## config.mk

```make
export PLATFORM = sky130hd
export DESIGN_NAME = pllcal_top
export DESIGN_NICKNAME = d
export VERILOG_FILES = /design/src/rtl/pllcal_pkg.sv /design/src/rtl/pllcal_ahb_slave.sv /design/src/rtl/pllcal_top.sv
export VERILOG_INCLUDE_DIRS = /design/src /design/src/rtl
export SDC_FILE = /design/constraint.sdc
export NUM_CORES = 1
export LEC_CHECK = 0
export BUFFER_PORTS_ARGS = -buffer_cell sky130_fd_sc_hd__buf_2
export CORE_ASPECT_RATIO = 1.5
export CORE_MARGIN = 2
export CORE_UTILIZATION = 32
export DETAILED_ROUTE_END_ITERATION = 12
export GPL_TIMING_DRIVEN = 0
export PLACE_DENSITY_LB_ADDON = 0.08
export SYNTH_ARGS = -nofsm -noshare
export SYNTH_HDL_FRONTEND = slang
export SYNTH_SLANG_ARGS = --single-unit
export TNS_END_PERCENT = 1
```

## constraint.sdc

```tcl
create_clock -name clock -period 10.9 [get_ports clock]
set_input_delay 1.09 -clock clock [delete_from_list [all_inputs] [get_ports clock]]
set_output_delay 1.09 -clock clock [all_outputs]
set_load 0.01 [all_outputs]
```

## src/rtl/pllcal_cfg.svh

```systemverilog
// Register offsets, field positions, reset values and counts for the PLL calibration block.
// Assumes the includer compiles after pllcal_pkg.
`ifndef PLLCAL_CFG_SVH
`define PLLCAL_CFG_SVH
`define PLLCAL_A_CAL 8'h00
`define PLLCAL_A_MAIN 8'h04
`define PLLCAL_A_VRES 8'h08
`define PLLCAL_A_PRES 8'h0c
`define PLLCAL_A_VOVR 8'h10
`define PLLCAL_A_POVR 8'h14
`define PLLCAL_A_RDIV 8'h18
`define PLLCAL_A_RXBUF 8'h1c
`define PLLCAL_F_START 7
`define PLLCAL_F_DUAL 6
`define PLLCAL_F_WAIT 5
`define PLLCAL_F_CUR 4
`define PLLCAL_F_DONE 3
`define PLLCAL_F_SLOT 0
`define PLLCAL_F_HISIDE 1
`define PLLCAL_F_VOV_EN 4
`define PLLCAL_F_PDIS 5
`define PLLCAL_F_POV_EN 5
`define PLLCAL_CAL_RST 8'h05
`define PLLCAL_VOVR_RST 6'h08
`define PLLCAL_POVR_RST 6'h10
`define PLLCAL_RDIV_RST 8'h04
`define PLLCAL_FULL_REF 25650
`define PLLCAL_HALF_REF 12825
`define PLLCAL_STEP_SHIFT 10
`define PLLCAL_VCO_STEPS 4'h4
`define PLLCAL_LAST_STEP 4'h8
`define PLLCAL_VCO_TRIAL 4'h8
`define PLLCAL_PUMP_TRIAL 5'h10
`endif

```

## src/rtl/pllcal_pkg.sv

```systemverilog
// Types shared by the PLL calibration block.
// Assumes nothing of its surroundings.
package pllcal_pkg;
    typedef enum logic [1:0] {
        PC_IDLE = 2'b00,
        PC_RUN = 2'b01,
        PC_DONE = 2'b10
    } pllcal_state_t;
    typedef logic [3:0] pllcal_vco_t;
    typedef logic [4:0] pllcal_pump_t;
endpackage

```

## src/rtl/pllcal_ahb_slave.sv

```systemverilog
// AHB-Lite slave front end: turns bus transfers into register strobes.
// Assumes single word transfers; writes take no wait state, reads take one.
`timescale 1ns/1ps
module pllcal_ahb_slave (
    input wire logic clock,
    input wire logic rst_sync_n,
    input wire logic hsel,
    input wire logic [31:0] haddr,
    input wire logic [1:0] htrans,
    input wire logic hwrite,
    input wire logic [31:0] hwdata,
    input wire logic hready,
    output logic hreadyout,
    output logic hresp,
    output logic [31:0] hrdata,
    output logic reg_wr,
    output logic [7:0] reg_addr,
    output logic [31:0] reg_wdata,
    input wire logic [31:0] reg_rdata
);
    logic wr_ph_reg, wr_ph_next;
    logic rd_ph_reg, rd_ph_next;
    logic rd_hold_reg, rd_hold_next;
    logic [7:0] addr_reg, addr_next;
    logic [31:0] rdata_reg, rdata_next;
    logic accept;

    // The read waits one cycle because hrdata comes from rdata_reg, which is loaded in the first data cycle.
    always_comb begin
        accept = hsel && htrans[1] && hready;
        wr_ph_next = accept && hwrite;
        rd_hold_next = rd_ph_reg && !rd_hold_reg;
        rd_ph_next = (accept && !hwrite) || (rd_ph_reg && !rd_hold_reg);
        addr_next = accept ? haddr[7:0] : addr_reg;
        rdata_next = (rd_ph_reg && !rd_hold_reg) ? reg_rdata : rdata_reg;
    end

    always_ff @(posedge clock or negedge rst_sync_n) begin
        if (!rst_sync_n) begin
            wr_ph_reg <= 1'b0;
            rd_ph_reg <= 1'b0;
            rd_hold_reg <= 1'b0;
            addr_reg <= 8'h00;
            rdata_reg <= 32'h0000_0000;
        end else begin
            wr_ph_reg <= wr_ph_next;
            rd_ph_reg <= rd_ph_next;
            rd_hold_reg <= rd_hold_next;
            addr_reg <= addr_next;
            rdata_reg <= rdata_next;
        end
    end

    assign hreadyout = !(rd_ph_reg && !rd_hold_reg);
    assign hresp = 1'b0;
    assign hrdata = rdata_reg;
    assign reg_wr = wr_ph_reg;
    assign reg_addr = addr_reg;
    assign reg_wdata = hwdata;
endmodule

```

## src/rtl/pllcal_top.sv

```systemverilog
// PLL self-calibration control: register file, reference divider, calibration sequencer
// and per-slot result storage. Assumes an AHB-Lite master and an analog synthesizer that
// reports whether the VCO and the loop lie above target for the trial settings it gets.
`timescale 1ns/1ps
`include "pllcal_cfg.svh"
// Notes on behaviour
// - Engine searches VCO range and pump current itself.
// - Wait bit one: done after 25650 ref cycles.
// - Wait bit zero: done after 12825 ref cycles.
// - Clearing start bit clears the done flag.
// - Results kept until reset or the next calibration.
// - Separate result set for slot A and B.
// - Dual bit selects one or both slots.
// - Results land in VCO and pump status registers.
// - Slot select bit picks which result copy reads.
// - Saved values not written into override fields.
// - Overrides apply only with both enables set.
// - High-side injection inverts received buffer bits.
// - Start on rising edge; bit stays until cleared.
// - Dual stores both slots, else selected one.
module pllcal_top #(
    parameter int unsigned FULL_REF = `PLLCAL_FULL_REF,
    parameter int unsigned HALF_REF = `PLLCAL_HALF_REF,
    parameter int unsigned STEP_SHIFT = `PLLCAL_STEP_SHIFT,
    parameter int unsigned CNT_W = 15
) (
    input wire logic clock,
    input wire logic rst_n,
    input wire logic hsel,
    input wire logic [31:0] haddr,
    input wire logic [1:0] htrans,
    input wire logic hwrite,
    input wire logic [2:0] hsize,
    input wire logic [31:0] hwdata,
    input wire logic hready,
    output logic hreadyout,
    output logic hresp,
    output logic [31:0] hrdata,
    input wire logic vco_above_target,
    input wire logic pump_above_target,
    input wire logic rx_byte_valid,
    input wire logic [7:0] rx_byte,
    output pllcal_pkg::pllcal_vco_t vco_array_out,
    output pllcal_pkg::pllcal_pump_t pump_current_out,
    output logic cal_active,
    output logic cal_current_double,
    output logic [2:0] cal_dac_start_value,
    output logic pump_disable
);
    import pllcal_pkg::*;

    logic rst_s1_reg, rst_s2_reg, rst_sync_n;
    logic reg_wr;
    logic [7:0] reg_addr;
    logic [31:0] reg_wdata, reg_rdata;

    // Register group.
    logic [7:0] cal_reg, cal_next;
    logic [1:0] main_reg, main_next;
    logic [5:0] vovr_reg, vovr_next;
    logic [5:0] povr_reg, povr_next;
    logic [7:0] rdiv_reg, rdiv_next;
    logic [7:0] rxbuf_reg, rxbuf_next;

    // Calibration group.
    pllcal_state_t state_reg, state_next;
    logic start_q_reg, start_q_next;
    logic done_reg, done_next;
    logic [CNT_W-1:0] refcnt_reg, refcnt_next;
    logic [7:0] divcnt_reg, divcnt_next;
    pllcal_vco_t vtrial_reg, vtrial_next;
    pllcal_pump_t ptrial_reg, ptrial_next;
    pllcal_vco_t vres_reg [2];
    pllcal_vco_t vres_next [2];
    pllcal_pump_t pres_reg [2];
    pllcal_pump_t pres_next [2];
    pllcal_vco_t vout_reg, vout_next;
    pllcal_pump_t pout_reg, pout_next;

    logic start_bit, slot, ovr_both, tick, step_end, finish;
    logic [3:0] step;
    logic [CNT_W-1:0] last_cnt;

    always_ff @(posedge clock or negedge rst_n) begin
        if (!rst_n) begin
            rst_s1_reg <= 1'b0;
            rst_s2_reg <= 1'b0;
        end else begin
            rst_s1_reg <= 1'b1;
            rst_s2_reg <= rst_s1_reg;
        end
    end
    assign rst_sync_n = rst_s2_reg;

    pllcal_ahb_slave u_bus (
        .clock(clock),
        .rst_sync_n(rst_sync_n),
        .hsel(hsel),
        .haddr(haddr),
        .htrans(htrans),
        .hwrite(hwrite),
        .hwdata(hwdata),
        .hready(hready),
        .hreadyout(hreadyout),
        .hresp(hresp),
        .hrdata(hrdata),
        .reg_wr(reg_wr),
        .reg_addr(reg_addr),
        .reg_wdata(reg_wdata),
        .reg_rdata(reg_rdata)
    );

    assign start_bit = cal_reg[`PLLCAL_F_START];
    assign slot = main_reg[`PLLCAL_F_SLOT];
    assign ovr_both = vovr_reg[`PLLCAL_F_VOV_EN] && povr_reg[`PLLCAL_F_POV_EN];

    always_comb begin
        cal_next = cal_reg;
        main_next = main_reg;
        vovr_next = vovr_reg;
        povr_next = povr_reg;
        rdiv_next = rdiv_reg;
        rxbuf_next = rxbuf_reg;
        if (reg_wr) begin
            case (reg_addr)
                `PLLCAL_A_CAL: cal_next = reg_wdata[7:0] & ~(8'h01 << `PLLCAL_F_DONE);
                `PLLCAL_A_MAIN: main_next = reg_wdata[1:0];
                `PLLCAL_A_VOVR: vovr_next = reg_wdata[5:0];
                `PLLCAL_A_POVR: povr_next = reg_wdata[5:0];
                `PLLCAL_A_RDIV: rdiv_next = reg_wdata[7:0];
                default: cal_next = cal_reg;
            endcase
        end
        if (rx_byte_valid) begin
            rxbuf_next = main_reg[`PLLCAL_F_HISIDE] ? ~rx_byte : rx_byte;
        end
    end

    always_ff @(posedge clock or negedge rst_sync_n) begin
        if (!rst_sync_n) begin
            cal_reg <= `PLLCAL_CAL_RST;
            main_reg <= 2'h0;
            vovr_reg <= `PLLCAL_VOVR_RST;
            povr_reg <= `PLLCAL_POVR_RST;
            rdiv_reg <= `PLLCAL_RDIV_RST;
            rxbuf_reg <= 8'h00;
        end else begin
            cal_reg <= cal_next;
            main_reg <= main_next;
            vovr_reg <= vovr_next;
            povr_reg <= povr_next;
            rdiv_reg <= rdiv_next;
            rxbuf_reg <= rxbuf_next;
        end
    end

    // Reads of the result addresses see the copy picked by the slot bit.
    always_comb begin
        case (reg_addr)
            `PLLCAL_A_CAL: reg_rdata = {24'h000000, cal_reg[7:4], done_reg, cal_reg[2:0]};
            `PLLCAL_A_MAIN: reg_rdata = {30'h00000000, main_reg};
            `PLLCAL_A_VRES: reg_rdata = {28'h0000000, vres_reg[slot]};
            `PLLCAL_A_PRES: reg_rdata = {27'h0000000, pres_reg[slot]};
            `PLLCAL_A_VOVR: reg_rdata = {26'h0000000, vovr_reg};
            `PLLCAL_A_POVR: reg_rdata = {26'h0000000, povr_reg};
            `PLLCAL_A_RDIV: reg_rdata = {24'h000000, rdiv_reg};
            `PLLCAL_A_RXBUF: reg_rdata = {24'h000000, rxbuf_reg};
            default: reg_rdata = 32'h0000_0000;
        endcase
    end

    // One reference cycle lasts rdiv_reg clocks; zero is treated as one.
    assign tick = ({1'b0, divcnt_reg} + 9'h001) >= {1'b0, rdiv_reg};
    // The step index saturates past the last step, so a long wait never wraps back
    // into the search and disturbs trial bits that are already settled.
    assign step = ((refcnt_reg >> STEP_SHIFT) > CNT_W'(`PLLCAL_LAST_STEP))
        ? 4'hf : 4'(refcnt_reg >> STEP_SHIFT);
    assign step_end = tick && (&refcnt_reg[STEP_SHIFT-1:0]);
    assign last_cnt = cal_reg[`PLLCAL_F_WAIT] ? CNT_W'(FULL_REF - 1) : CNT_W'(HALF_REF - 1);
    assign finish = (state_reg == PC_RUN) && tick && (refcnt_reg == last_cnt);

    always_comb begin
        logic [1:0] vb;
        logic [2:0] pb;
        vb = 2'(3 - step);
        pb = 3'(8 - step);
        state_next = state_reg;
        start_q_next = start_bit;
        done_next = done_reg && start_bit;
        refcnt_next = refcnt_reg;
        divcnt_next = divcnt_reg;
        vtrial_next = vtrial_reg;
        ptrial_next = ptrial_reg;
        vres_next = vres_reg;
        pres_next = pres_reg;
        case (state_reg)
            PC_IDLE, PC_DONE: begin
                if (start_bit && !start_q_reg) begin
                    state_next = PC_RUN;
                    refcnt_next = '0;
                    divcnt_next = 8'h00;
                    vtrial_next = `PLLCAL_VCO_TRIAL;
                    ptrial_next = `PLLCAL_PUMP_TRIAL;
                    done_next = 1'b0;
                end else if (!start_bit) begin
                    state_next = PC_IDLE;
                end
            end
            PC_RUN: begin
                divcnt_next = tick ? 8'h00 : divcnt_reg + 8'h01;
                if (tick) begin
                    refcnt_next = refcnt_reg + CNT_W'(1);
                end
                // Successive approximation: keep a trial bit unless the loop reads high.
                if (step_end && step < `PLLCAL_VCO_STEPS) begin
                    vtrial_next[vb] = !vco_above_target;
                    if (vb != 2'h0) begin
                        vtrial_next[vb - 2'h1] = 1'b1;
                    end
                end else if (step_end && step <= `PLLCAL_LAST_STEP) begin
                    ptrial_next[pb] = !pump_above_target;
                    if (pb != 3'h0) begin
                        ptrial_next[pb - 3'h1] = 1'b1;
                    end
                end
                if (!start_bit) begin
                    state_next = PC_IDLE;
                end
                if (finish) begin
                    done_next = 1'b1;
                    state_next = start_bit ? PC_DONE : PC_IDLE;
                    for (int i = 0; i < 2; i++) begin
                        if (cal_reg[`PLLCAL_F_DUAL] || (slot == 1'(i))) begin
                            vres_next[i] = vtrial_reg;
                            pres_next[i] = ptrial_reg;
                        end
                    end
                end
            end
            default: state_next = PC_IDLE;
        endcase
        if (state_reg == PC_RUN) begin
            vout_next = vtrial_reg;
            pout_next = ptrial_reg;
        end else if (ovr_both) begin
            vout_next = vovr_reg[3:0];
            pout_next = povr_reg[4:0];
        end else begin
            vout_next = vres_reg[slot];
            pout_next = pres_reg[slot];
        end
    end

    always_ff @(posedge clock or negedge rst_sync_n) begin
        if (!rst_sync_n) begin
            state_reg <= PC_IDLE;
            start_q_reg <= 1'b0;
            done_reg <= 1'b0;
            refcnt_reg <= '0;
            divcnt_reg <= 8'h00;
            vtrial_reg <= `PLLCAL_VCO_TRIAL;
            ptrial_reg <= `PLLCAL_PUMP_TRIAL;
            vres_reg[0] <= `PLLCAL_VCO_TRIAL;
            vres_reg[1] <= `PLLCAL_VCO_TRIAL;
            pres_reg[0] <= `PLLCAL_PUMP_TRIAL;
            pres_reg[1] <= `PLLCAL_PUMP_TRIAL;
            vout_reg <= `PLLCAL_VCO_TRIAL;
            pout_reg <= `PLLCAL_PUMP_TRIAL;
        end else begin
            state_reg <= state_next;
            start_q_reg <= start_q_next;
            done_reg <= done_next;
            refcnt_reg <= refcnt_next;
            divcnt_reg <= divcnt_next;
            vtrial_reg <= vtrial_next;
            ptrial_reg <= ptrial_next;
            vres_reg <= vres_next;
            pres_reg <= pres_next;
            vout_reg <= vout_next;
            pout_reg <= pout_next;
        end
    end

    assign vco_array_out = vout_reg;
    assign pump_current_out = pout_reg;
    assign cal_active = (state_reg == PC_RUN);
    assign cal_current_double = cal_reg[`PLLCAL_F_CUR];
    assign cal_dac_start_value = cal_reg[2:0];
    assign pump_disable = vovr_reg[`PLLCAL_F_PDIS];
endmodule

```

* Word-level counts from Yosys, hierarchy flattened *
Index checks and enable logic that the tools add are counted.

word-level totals
  register bits = 145
  input port bits = 85
  output and inout port bits = 49
  word-level logic and storage cells = 157

cells by class
  $add $sub $neg = 7
  order comparisons = 13
  eq/ne operators = 15
  muxes and demuxes = 47
  bitwise gates (word level) = 5
  reduce and logical (&&, ||, !) cells = 44

operators by type and width
  kind                                                                           count
  8-bit case mux with 8 select lines                                             1
  15-bit 2-to-1 mux                                                              3
  5-bit 2-to-1 mux                                                               9
  4-bit 2-to-1 mux                                                               9
  8-bit by 5-bit == test with 1-bit output (second input constant)               4
  15-bit case mux with 2 select lines                                            1
  8-bit 2-to-1 mux                                                               3
  1-bit logical AND                                                              17
  8-bit by 4-bit == test with 1-bit output (second input constant)               2
  8-bit case mux with 2 select lines                                             1
  15-bit by 1-bit adder with 15-bit output (second input constant)               1
  15-bit == test                                                                 1
  2-bit AND reduction                                                            6
  3-bit AND reduction                                                            4
  5-bit case mux with 2 select lines                                             1
  10-bit AND reduction                                                           1
  8-bit by 1-bit adder with 9-bit output (second input constant)                 1
  9-bit by 8-bit greater-or-equal comparator with 1-bit output                   1
  8-bit by 1-bit adder with 8-bit output (second input constant)                 1
  8-bit by 3-bit == test with 1-bit output (second input constant)               1
  8-bit logical NOT                                                              1
  3-bit by 4-bit less-than comparator with 1-bit output (second input constant)  2
  2-bit 2-to-1 mux                                                               4
  8-bit NOT                                                                      1
  34 further kinds                                                               55

* Depth between registers and ports, before layout *
Gate-level depths: netlist (run 1).

  word-level depth = 13
  depth in mapped cells = 13
  depth with buffers taken out = 11

* By module *
Synthesis (run 1) repeated with hierarchy kept, for this count alone.

second synthesis, totals
  cell total of the unflattened synthesis = 663
  area total of the unflattened synthesis = 7548.5 µm²

by module, submodules not included
  module            times used  cells each  area an instance (µm²)  seq. area each (µm²)
  pllcal_top        1           537         5556.6                  2568.7
  pllcal_ahb_slave  1           126         1991.9                  1076.0

* Worst setup path after synthesis (run 1) *
No wires, ideal clock.

  kind = flip-flop to flip-flop
  from = reg divcnt_reg[0]
  to = reg ptrial_reg[4]
  library setup time = 0.077 ns
  arrival time = 2.761 ns
  required time = 10.823 ns
  setup slack = 8.062 ns
  stages on the path, launching flop included = 13
  buffers on the path = 2
  period minus slack after synthesis = 2.838 ns
  cell sequence = dfrtp_1 > ha_1 > and4_1 > xor2_1 > ha_1 > a21oi_1 > o22ai_1 > a211oi_1 > clkbuf_1 > a21o_1 > buf_6 > a22oi_1 > o21a_1

between the ends
  longest elaborated chain between the ends = 6
  elaborated cells between the ends (all ways) = 8
  those cells by class = add/sub: 1; order compare: 1; eq/ne: 2; reduce/logical: 4

ends and longest elaborated chain
  what                                                                                                               RTL line           text
  from (decl)                                                                                                        pllcal_top.sv:70   logic [7:0] divcnt_reg, divcnt_next;
  from (signal assigned)                                                                                             pllcal_top.sv:274  divcnt_reg <= divcnt_next;
  8-bit by 1-bit adder with 9-bit output (*)                                                                         pllcal_top.sv:173  assign tick = ({1'b0, divcnt_reg} + 9'h001) >= {1'b0, rdiv_reg};
  9-bit by 8-bit greater-or-equal comparator with 1-bit output (*)                                                   pllcal_top.sv:173
  1-bit logical AND (*)                                                                                              pllcal_top.sv:178  assign step_end = tick && (&refcnt_reg[STEP_SHIFT-1:0]);
  1-bit logical AND (no source line)                                                                                 --
  2-bit by 1-bit inequality test with 1-bit output (no source line) / 2-bit inequality test (equally long branches)  --
  4-bit AND reduction (no source line) (*)                                                                           --
  to (signal assigned)                                                                                               pllcal_top.sv:262  ptrial_reg <= `PLLCAL_PUMP_TRIAL;
  to (signal assigned)                                                                                               pllcal_top.sv:276  ptrial_reg <= ptrial_next;
  to (decl)                                                                                                          pllcal_top.sv:72   pllcal_pump_t ptrial_reg, ptrial_next;

Every way passes the cells marked *; elsewhere a longest branch is shown, timed or not.
A chain may end at the register's enable or synchronous reset.

* Worst setup path after layout (run 1) *
Same ends and word-level chain as after synthesis.

==> impl_metrics.csv, run 1 <==
group,metric,value,unit
cts,cts_hold_buf,0,
sta,final_hold_viol_count,0,
critical_path,crit_start,"divcnt_reg[0]",
cells_and_area,n_fill_cell,1982,
detailed_routing,drcViolationCount,0,
die,dieArea,21100,um^2
cts,cts-root-buf,"clkbuf_16",
die,ios,134,
detailed_routing,first_pass_iters,4,
cells_and_area,n_antenna_cell,0,
critical_path,path_max_fanout,10,
cells_and_area,largest_register_ffs,15,
critical_path,crit_required,11240,ps
sta,fin_crit,3500,ps
synth,avgSynthCellArea,10.4,um^2
cts,clock_latency,420,ps
detailed_routing,wl_per_cell,17.4,um
grt,grt_pass1_vias,5119,
synth,synth.ff_latch_count,121,
cts,cts_max_level,4,
sta,timing.fmax,286,MHz
power,clockPowerShare,44.3,%
critical_path,r2r.worst_path.cells,12,
power,p_sw,369,uW
grt,grt_use_total,17.3,%
power,swShare,28.9,%
detailed_routing,vias_per_cell,4.90,
sta,tightest_slew,1180,ps
place,dp_cells,953,
cells_and_area,stdcell_count,985,
die,coreArea,19600,um^2
cts,cts.sinks,121,
detailed_routing,drt-total-wl,17.1,mm
critical_path,arrival,3840,ps
power,internal-power,906,uW
die,start_util,32.5,%
sta,setup_violations,0,
grt,gr-total-overflow,0,
power,p_leak,3.52,nW
power,irDropWorstVdd,0.104,mV
grt,grt_first_pass_wirelength,28.0,mm
cts,cts_buffers,17,
synth,synthArstFlopShare,100,%
cells_and_area,syn_to_final_growth,20.6,%
grt,grt_max_degree,69,
cts,clockBufferDepth,2,
synth,synth_seq_area_share,47.8,%
power,power_density,166,nW/um^2
place,gp_congestion,0.889,
synth,synth-edff-count,0,
power,p_seq_share,41.3,%
sta,max_slew_margin,20.8,%
critical_path,endpoint_kind,"register",
die,die_w,119,um
sta,finalSetupTns,0,ps
cts,ctsResizeCount,0,
detailed_routing,drtAntennaViolNets,0,
critical_path,critical_path_class,"reg -> reg",
worst_hold_path,worstHoldPathType,"reg -> reg",
sta,rsz0062_at_grt,"false",
place,io_buffers,55,
synth,synthFlopType,"dfrtp_1",
cells_and_area,drive_gt1_share,27.9,%
outcome,outcome,"completed",
synth,yosys.cell_types.count,55,
run,drv_cap,0,
critical_path,rr_endpoint,"ptrial_reg[4]",
synth,postSynthCellCount,613,
sta,maxSlewViolCount,0,
sta,fin_crit_sh,32.1,%
critical_path,cp-start-kind,"register",
critical_path,r2r_slack,7400,ps
synth,synth_warnings,0,
cells_and_area,nNetsFinal,813,
grt,antenna_found_initial,0,
die,fp-row-count,63,
critical_path,rr_startpoint,"divcnt_reg[0]",
cts,cts_tree,"built",
synth,synthesis.area,6370,um^2
cts,cts_setup_buffers,0,
cts,path_clk_slew,60,ps
place,post-dp-hpwl,13.0,mm
detailed_routing,drtIter0Drc,245,
critical_path,crit_end,"ptrial_reg[4]",
die,fp.dieH,177,um
sta,finalClockSkew,11.5,ps
power,combPwrFrac,14.4,%
detailed_routing,vias,4825,
==> critical path, stage by stage, from the launching register on <==
cell	delay [ps]
dfrtp_1	450
ha_1	280
and4_1	290
xor2_1	210
ha_1	280
a21oi_1	130
o22ai_1	100
a211oi_1	570
clkbuf_1	520
a21o_1	210
buf_6	130
a22oi_1	60
o21a_1	200
==> metal layers <==
layer	vias to the layer above	routed length, um	track usage [%]
met3	17	500	3.48
met2	98	9460	32.0
li1	2337	-	-
met4	0	255	5.65
met1	2373	6900	19.7
met5	-	0	0
==> placed cells by master, fill, tap and decap left out, drive strengths merged, types with 3 or more instances in the layout <==
cell,count
a21o,5
a31oi,5
a21oi,40
ha,16
nor4,5
a211oi,8
nor2,43
nand2,54
a22oi,7
nand2b,6
nand4,10
a22o,8
dfrtp,108
a221oi,4
and2,3
dfstp,13
mux2i,14
o21ai,31
mux2,60
nor3,5
nor2b,4
inv,24
nor3b,5
clkinvlp,4
and3,6
xnor2,20
and4,5
nand3,17
clkbuf,42
xor2,4
clkinv,3
buf,91
conb,26
==> power groups by stage <==
| stage | clock [mW] | combinational, mW | sequential, mW |
|---|---|---|---|
| 6_report | 0.565 | 0.183 | 0.527 |
| 3_5_place_dp | 0 | 0.187 | 0.535 |
| 4_1_cts | 0.580 | 0.187 | 0.527 |
| 5_1_grt | 0.601 | 0.208 | 0.533 |
| 2_1_floorplan | 0 | 0.116 | 0.531 |
| 3_3_place_gp | 0 | 0.178 | 0.538 |
==> worst min-delay path by stage <==
stage	startpoint	slack, ps	cells after the start	end
floorplan	rst_s1_reg	330	0	rst_s2_reg
global placement	rst_s1_reg	340	0	rst_s2_reg
detailed placement	rst_s1_reg	340	0	rst_s2_reg
CTS	rst_s1_reg	360	0	rst_s2_reg
global route	rst_s1_reg	360	0	rst_s2_reg
finish	rst_s1_reg	360	0	rst_s2_reg
==> synth_stat cells (all sizes together), types with 3 or more instances <==
| cell | n | area (um^2) |
|---|---|---|
| xor2 | 4 | 35.0 |
| nor3b | 5 | 37.5 |
| ha | 16 | 200 |
| dfstp | 13 | 342 |
| a221oi | 4 | 35.0 |
| a21oi | 40 | 204 |
| dfrtp | 108 | 2700 |
| and4 | 5 | 45.0 |
| nand4 | 10 | 77.6 |
| xnor2 | 20 | 175 |
| o21ai | 31 | 155 |
| a22o | 8 | 70.1 |
| nor4 | 5 | 31.3 |
| a211oi | 8 | 60.1 |
| a21o | 5 | 37.5 |
| a31oi | 5 | 31.3 |
| and3 | 6 | 37.5 |
| nor2b | 4 | 25.0 |
| inv | 17 | 63.8 |
| mux2 | 60 | 676 |
| nand3 | 17 | 85.1 |
| clkbuf | 25 | 93.8 |
| nand2b | 6 | 37.5 |
| and2 | 3 | 18.8 |
| buf | 35 | 260 |
| a22oi | 7 | 52.6 |
| nor2 | 43 | 161 |
| nand2 | 54 | 203 |
| nor3 | 5 | 25.0 |
| mux2i | 14 | 140 |
==> kinds of logic after synthesis <==
group                    after synthesis  synth area share [%]
flip-flops                           121                  47.8
other                                  2                 0.118
buffers and inverters                 78                  6.62
adder cells (fa/ha/maj)               16                  3.14
XOR/XNOR                              24                  3.30
AND/OR/NAND/NOR                      168                  12.9
AO/OA/AOI/OAI                        130                  13.3
multiplexers                          74                  12.8
==> stage by stage <==
stage | worst slack (ps) | cell area, um^2 | util, % | power [mW] | hold WS, ps
finish | 7400 | 7680 | 39.1 | 1.28 | 356
global route | 7130 | 7680 | 39.1 | 1.34 | 362
CTS | 7380 | 7680 | 39.1 | 1.29 | 359
detailed placement | 7440 | 7090 | 36.1 | 0.722 | 339
global placement | 5760 | 7060 | 36.0 | 0.716 | 338
floorplan | 7300 | 6460 | - | 0.647 | 331
==> layout make-up <==
class	count	area, um^2	share of cell area, %
Clock buffer	17	425	5.54
Tap cell	260	325	4.23
Buffer	60	354	4.61
Inverter	18	67.6	0.879
Multi-Input combinational cell	438	3000	39.0
Clock inverter	15	165	2.15
Timing Repair Buffer	56	303	3.94
Sequential cell	121	3050	39.7
Note: power is estimated with default switching activity, not from simulation.
==> run 2: changes to the inputs <==
--- a/config.mk
+++ b/config.mk
@@ -6,6 +6,7 @@
 export SDC_FILE = /design/constraint.sdc
 export NUM_CORES = 1
 export LEC_CHECK = 0
+export ABC_AREA = 1
 export BUFFER_PORTS_ARGS = -buffer_cell sky130_fd_sc_hd__buf_2
 export CORE_ASPECT_RATIO = 1.5
 export CORE_MARGIN = 2
==> constraint.sdc (replaced) <==
create_clock -name clock -period 3.5 [get_ports clock]
set_input_delay 0.35 -clock clock [delete_from_list [all_inputs] [get_ports clock]]
set_output_delay 0.35 -clock clock [all_outputs]
set_load 0.01 [all_outputs]
==> impl_metrics.csv, run 2 <==
group,metric,value,unit
sta,setup_ws,874,ps
synth,synth_most_common_cell,"nand2_1",
detailed_routing,wl_per_cell,15.4,um
critical_path,endpoint_kind,"register",
detailed_routing,drtAntennaViolNets,0,
synth,synthTopCellsByCount,"244 x nand2_1, 108 x dfrtp_1, 85 x inv_1",
synth,synthTopCellsByArea,"dfrtp_1 41%, nand2_1 14%, o21ai_0 6.3%, dfstp_2 5.2%, inv_1 4.9%",
cts,cts_tree,"built",
cells_and_area,final_common_cell,"nand2_1",
power,clockPowerShare,49.1,%
synth,synthArstFlopShare,100,%
synth,synth_xor_xnor_area_share,2.67,%
cts,cts_setup_buffers,0,
grt,antenna_found_initial,0,
cts,clockBufferDepth,2,
cts,cts.sinks,121,
cells_and_area,syn_to_final_growth,20.9,%
critical_path,rr_endpoint,"vres_reg[2]",
place,io_buffers,56,
detailed_routing,drtIter0Drc,277,
synth,yosys.cell_types.count,40,
run,drv_cap,0,
detailed_routing,vias_per_cell,4.56,
cts,cts_max_level,4,
cells_and_area,largest_register_ffs,15,
critical_path,rr_startpoint,"divcnt_reg[0]",
power,internal-power,2.85,mW
place,post-dp-hpwl,14.2,mm
grt,gr-total-overflow,0,
detailed_routing,drcViolationCount,0,
critical_path,r2r_slack,870,ps
synth,synthSimpleGateAreaFrac,26.1,%
synth,synth.ff_latch_count,121,
synth,synth_warnings,0,
power,power_density,482,nW/um^2
worst_hold_path,worstHoldStart,"hwrite",
die,die_w,121,um
synth,muxShareOfSynthArea,1.26,%
die,fp.dieH,179,um
synth,synth_seq_area_share,46.4,%
grt,grt_pass1_vias,5630,
sta,max_slew_margin,45.2,%
worst_hold_path,min_to,"u_bus.reg_wr",
place,gp_congestion,0.857,
power,irDropWorstVdd,0.274,mV
sta,final_hold_viol_count,0,
critical_path,crit_path_cell_trace,"ha_1 > nand3_2 > xor2_1 > inv_1 > ha_1 > nand2_1 > nor2_1 > nand2_1 > nand3_1 > nand2_1 > nand2_1 > nand2_1 > nand2_4 > nand2_4 > nor2_8 > nand2_2 > nand2_1 > nand2_1",
critical_path,path_delay_family,"simple AND/OR/NAND/NOR gates",
power,swShare,25.4,%
synth,synth_top_area_cell,"dfrtp_1",
power,power.total,3.82,mW
power,p_sw,970,uW
cts,cts_buffers,17,
die,ios,134,
sta,fin_crit,2630,ps
power,combPwrFrac,9.7,%
sta,tightest_slew,822,ps
critical_path,timing.critical_path.buf_inv,1,
sta,timing.fmax,381,MHz
synth,synth-edff-count,0,
power,p_seq_share,41.2,%
critical_path,cp-start-kind,"register",
synth,synth_compound_area_share,10.4,%
synth,postSynthCellCount,828,
cts,path_clk_slew,50,ps
sta,finalSetupTns,0,ps
worst_hold_path,worstHoldPathType,"in -> reg",
sta,maxSlewViolCount,0,
cells_and_area,n_fill_cell,2162,
die,coreArea,20300,um^2
critical_path,cp_common_cell,"nand2_1",
critical_path,crit_required,3800,ps
synth,synth_adder_area_share,3.05,%
critical_path,critical_path_class,"reg -> reg",
worst_hold_path,hold_path_depth,3,
outcome,outcome,"completed",
grt,grt_first_pass_wirelength,30.3,mm
cts,clock_latency,410,ps
synth,synthesis.area,6560,um^2
cts,cts-root-buf,"clkbuf_16",
die,dieArea,21700,um^2
cells_and_area,drive_gt1_share,17.5,%
power,p_leak,4.15,nW
sta,fin_crit_sh,75.0,%
grt,grt_max_degree,62,
place,post-place-ws,810,ps
critical_path,path_max_fanout,9,
synth,synthFlopType,"dfrtp_1",
sta,setup_violations,0,
detailed_routing,first_pass_iters,4,
die,start_util,32.4,%
critical_path,arrival,2920,ps
critical_path,crit_slowest_cell,"dfrtp_1",
sta,timing.hold.ws,160,ps
synth,avgSynthCellArea,7.92,um^2
synth,synth_top_area_share,41.2,%
sta,finalClockSkew,6.62,ps
detailed_routing,vias,5503,
cells_and_area,n_antenna_cell,0,
die,fp-row-count,64,
cells_and_area,nNetsFinal,1030,
sta,rsz0062_at_grt,"false",
critical_path,cpPeakStageDelay,440,ps
detailed_routing,drt-total-wl,18.6,mm
grt,grt_use_total,18.3,%
cells_and_area,final_cell_mix,"244 x nand2_1, 107 x dfrtp_1, 85 x inv_1, 82 x o21ai_0, 63 x buf_2",
synth,synth_top_family_by_area,"simple AND/OR/NAND/NOR gates",
critical_path,r2r.worst_path.cells,18,
==> run 2: through the flow <==
| stage | area (um^2) | std cells | util (%) |
|---|---|---|---|
| floorplan | 6650 | 852 | - |
| global placement | 7260 | 1172 | 35.8 |
| detailed placement | 7290 | 1173 | 36.0 |
| CTS | 7930 | 1206 | 39.1 |
| global route | 7930 | 1206 | 39.1 |
| finish | 7930 | 1206 | 39.1 |
==> run 2: per-layer routing <==
metal  global-route usage (%)  wire length (um)
met5                        0                 0
met4                     4.99               238
met3                     3.12               512
met2                     35.1             10300
met1                     20.3              7530
==> run 2: cell type report <==
| cell class | count | area, um^2 | share of cell area (%) |
|---|---|---|---|
| flip-flops and latches | 121 | 3050 | 38.4 |
| multi-input cells | 593 | 2950 | 37.2 |
| clock buffers | 21 | 460 | 5.81 |
| inverters | 90 | 338 | 4.26 |
| well taps | 264 | 330 | 4.17 |
| repair buffers | 58 | 318 | 4.01 |
| plain buffers | 48 | 317 | 3.99 |
| clock inverters | 11 | 170 | 2.15 |
==> run 2: power groups by stage <==
stage               combinational, mW  sequential, mW  clock [mW]
finish                          0.369            1.57        1.87
global route                    0.430            1.59        1.98
CTS                             0.379            1.57        1.91
detailed placement              0.378            1.60           0
global placement                0.356            1.61           0
floorplan                       0.241            1.58           0
==> run 2: cell families after synthesis <==
kind of cell	after synthesis
and+or+nand+nor	397
buffers and inverters	138
AOI/OAI and AO/OA	126
DFF	121
xor gates and xnor gates	20
adders and majority gates	16
muxes	8
other	2
==> run 2: worst max-delay path by stage <==
stage,start,end,slack [ps],cells past startpoint
floorplan,divcnt_reg[0],refcnt_reg[14],1230,18
global placement,rst_s2_reg,pres_reg[5],500,0
detailed placement,divcnt_reg[0],pres_reg[2],810,18
finish,divcnt_reg[0],vres_reg[2],870,18
global route,divcnt_reg[0],vtrial_reg[1],530,17
CTS,divcnt_reg[0],pres_reg[2],800,18
==> run 2: what timing repair did <==
item                      CTS  global route
hold buffers                1             0
gates resized for setup     0             0
hold endpoints to repair    2             0
==> run 2: worst reg2reg max path: stages, from the launching register on <==
cell     delay (ps)
dfrtp_1         440
ha_1            260
nand3_2         100
xor2_1          210
inv_1            70
ha_1            290
nand2_1          70
nor2_1          100
nand2_1          50
nand3_1          80
nand2_1          50
nand2_1          50
nand2_1          80
nand2_4         100
nand2_4          80
nor2_8          130
nand2_2         170
nand2_1         110
nand2_1          50
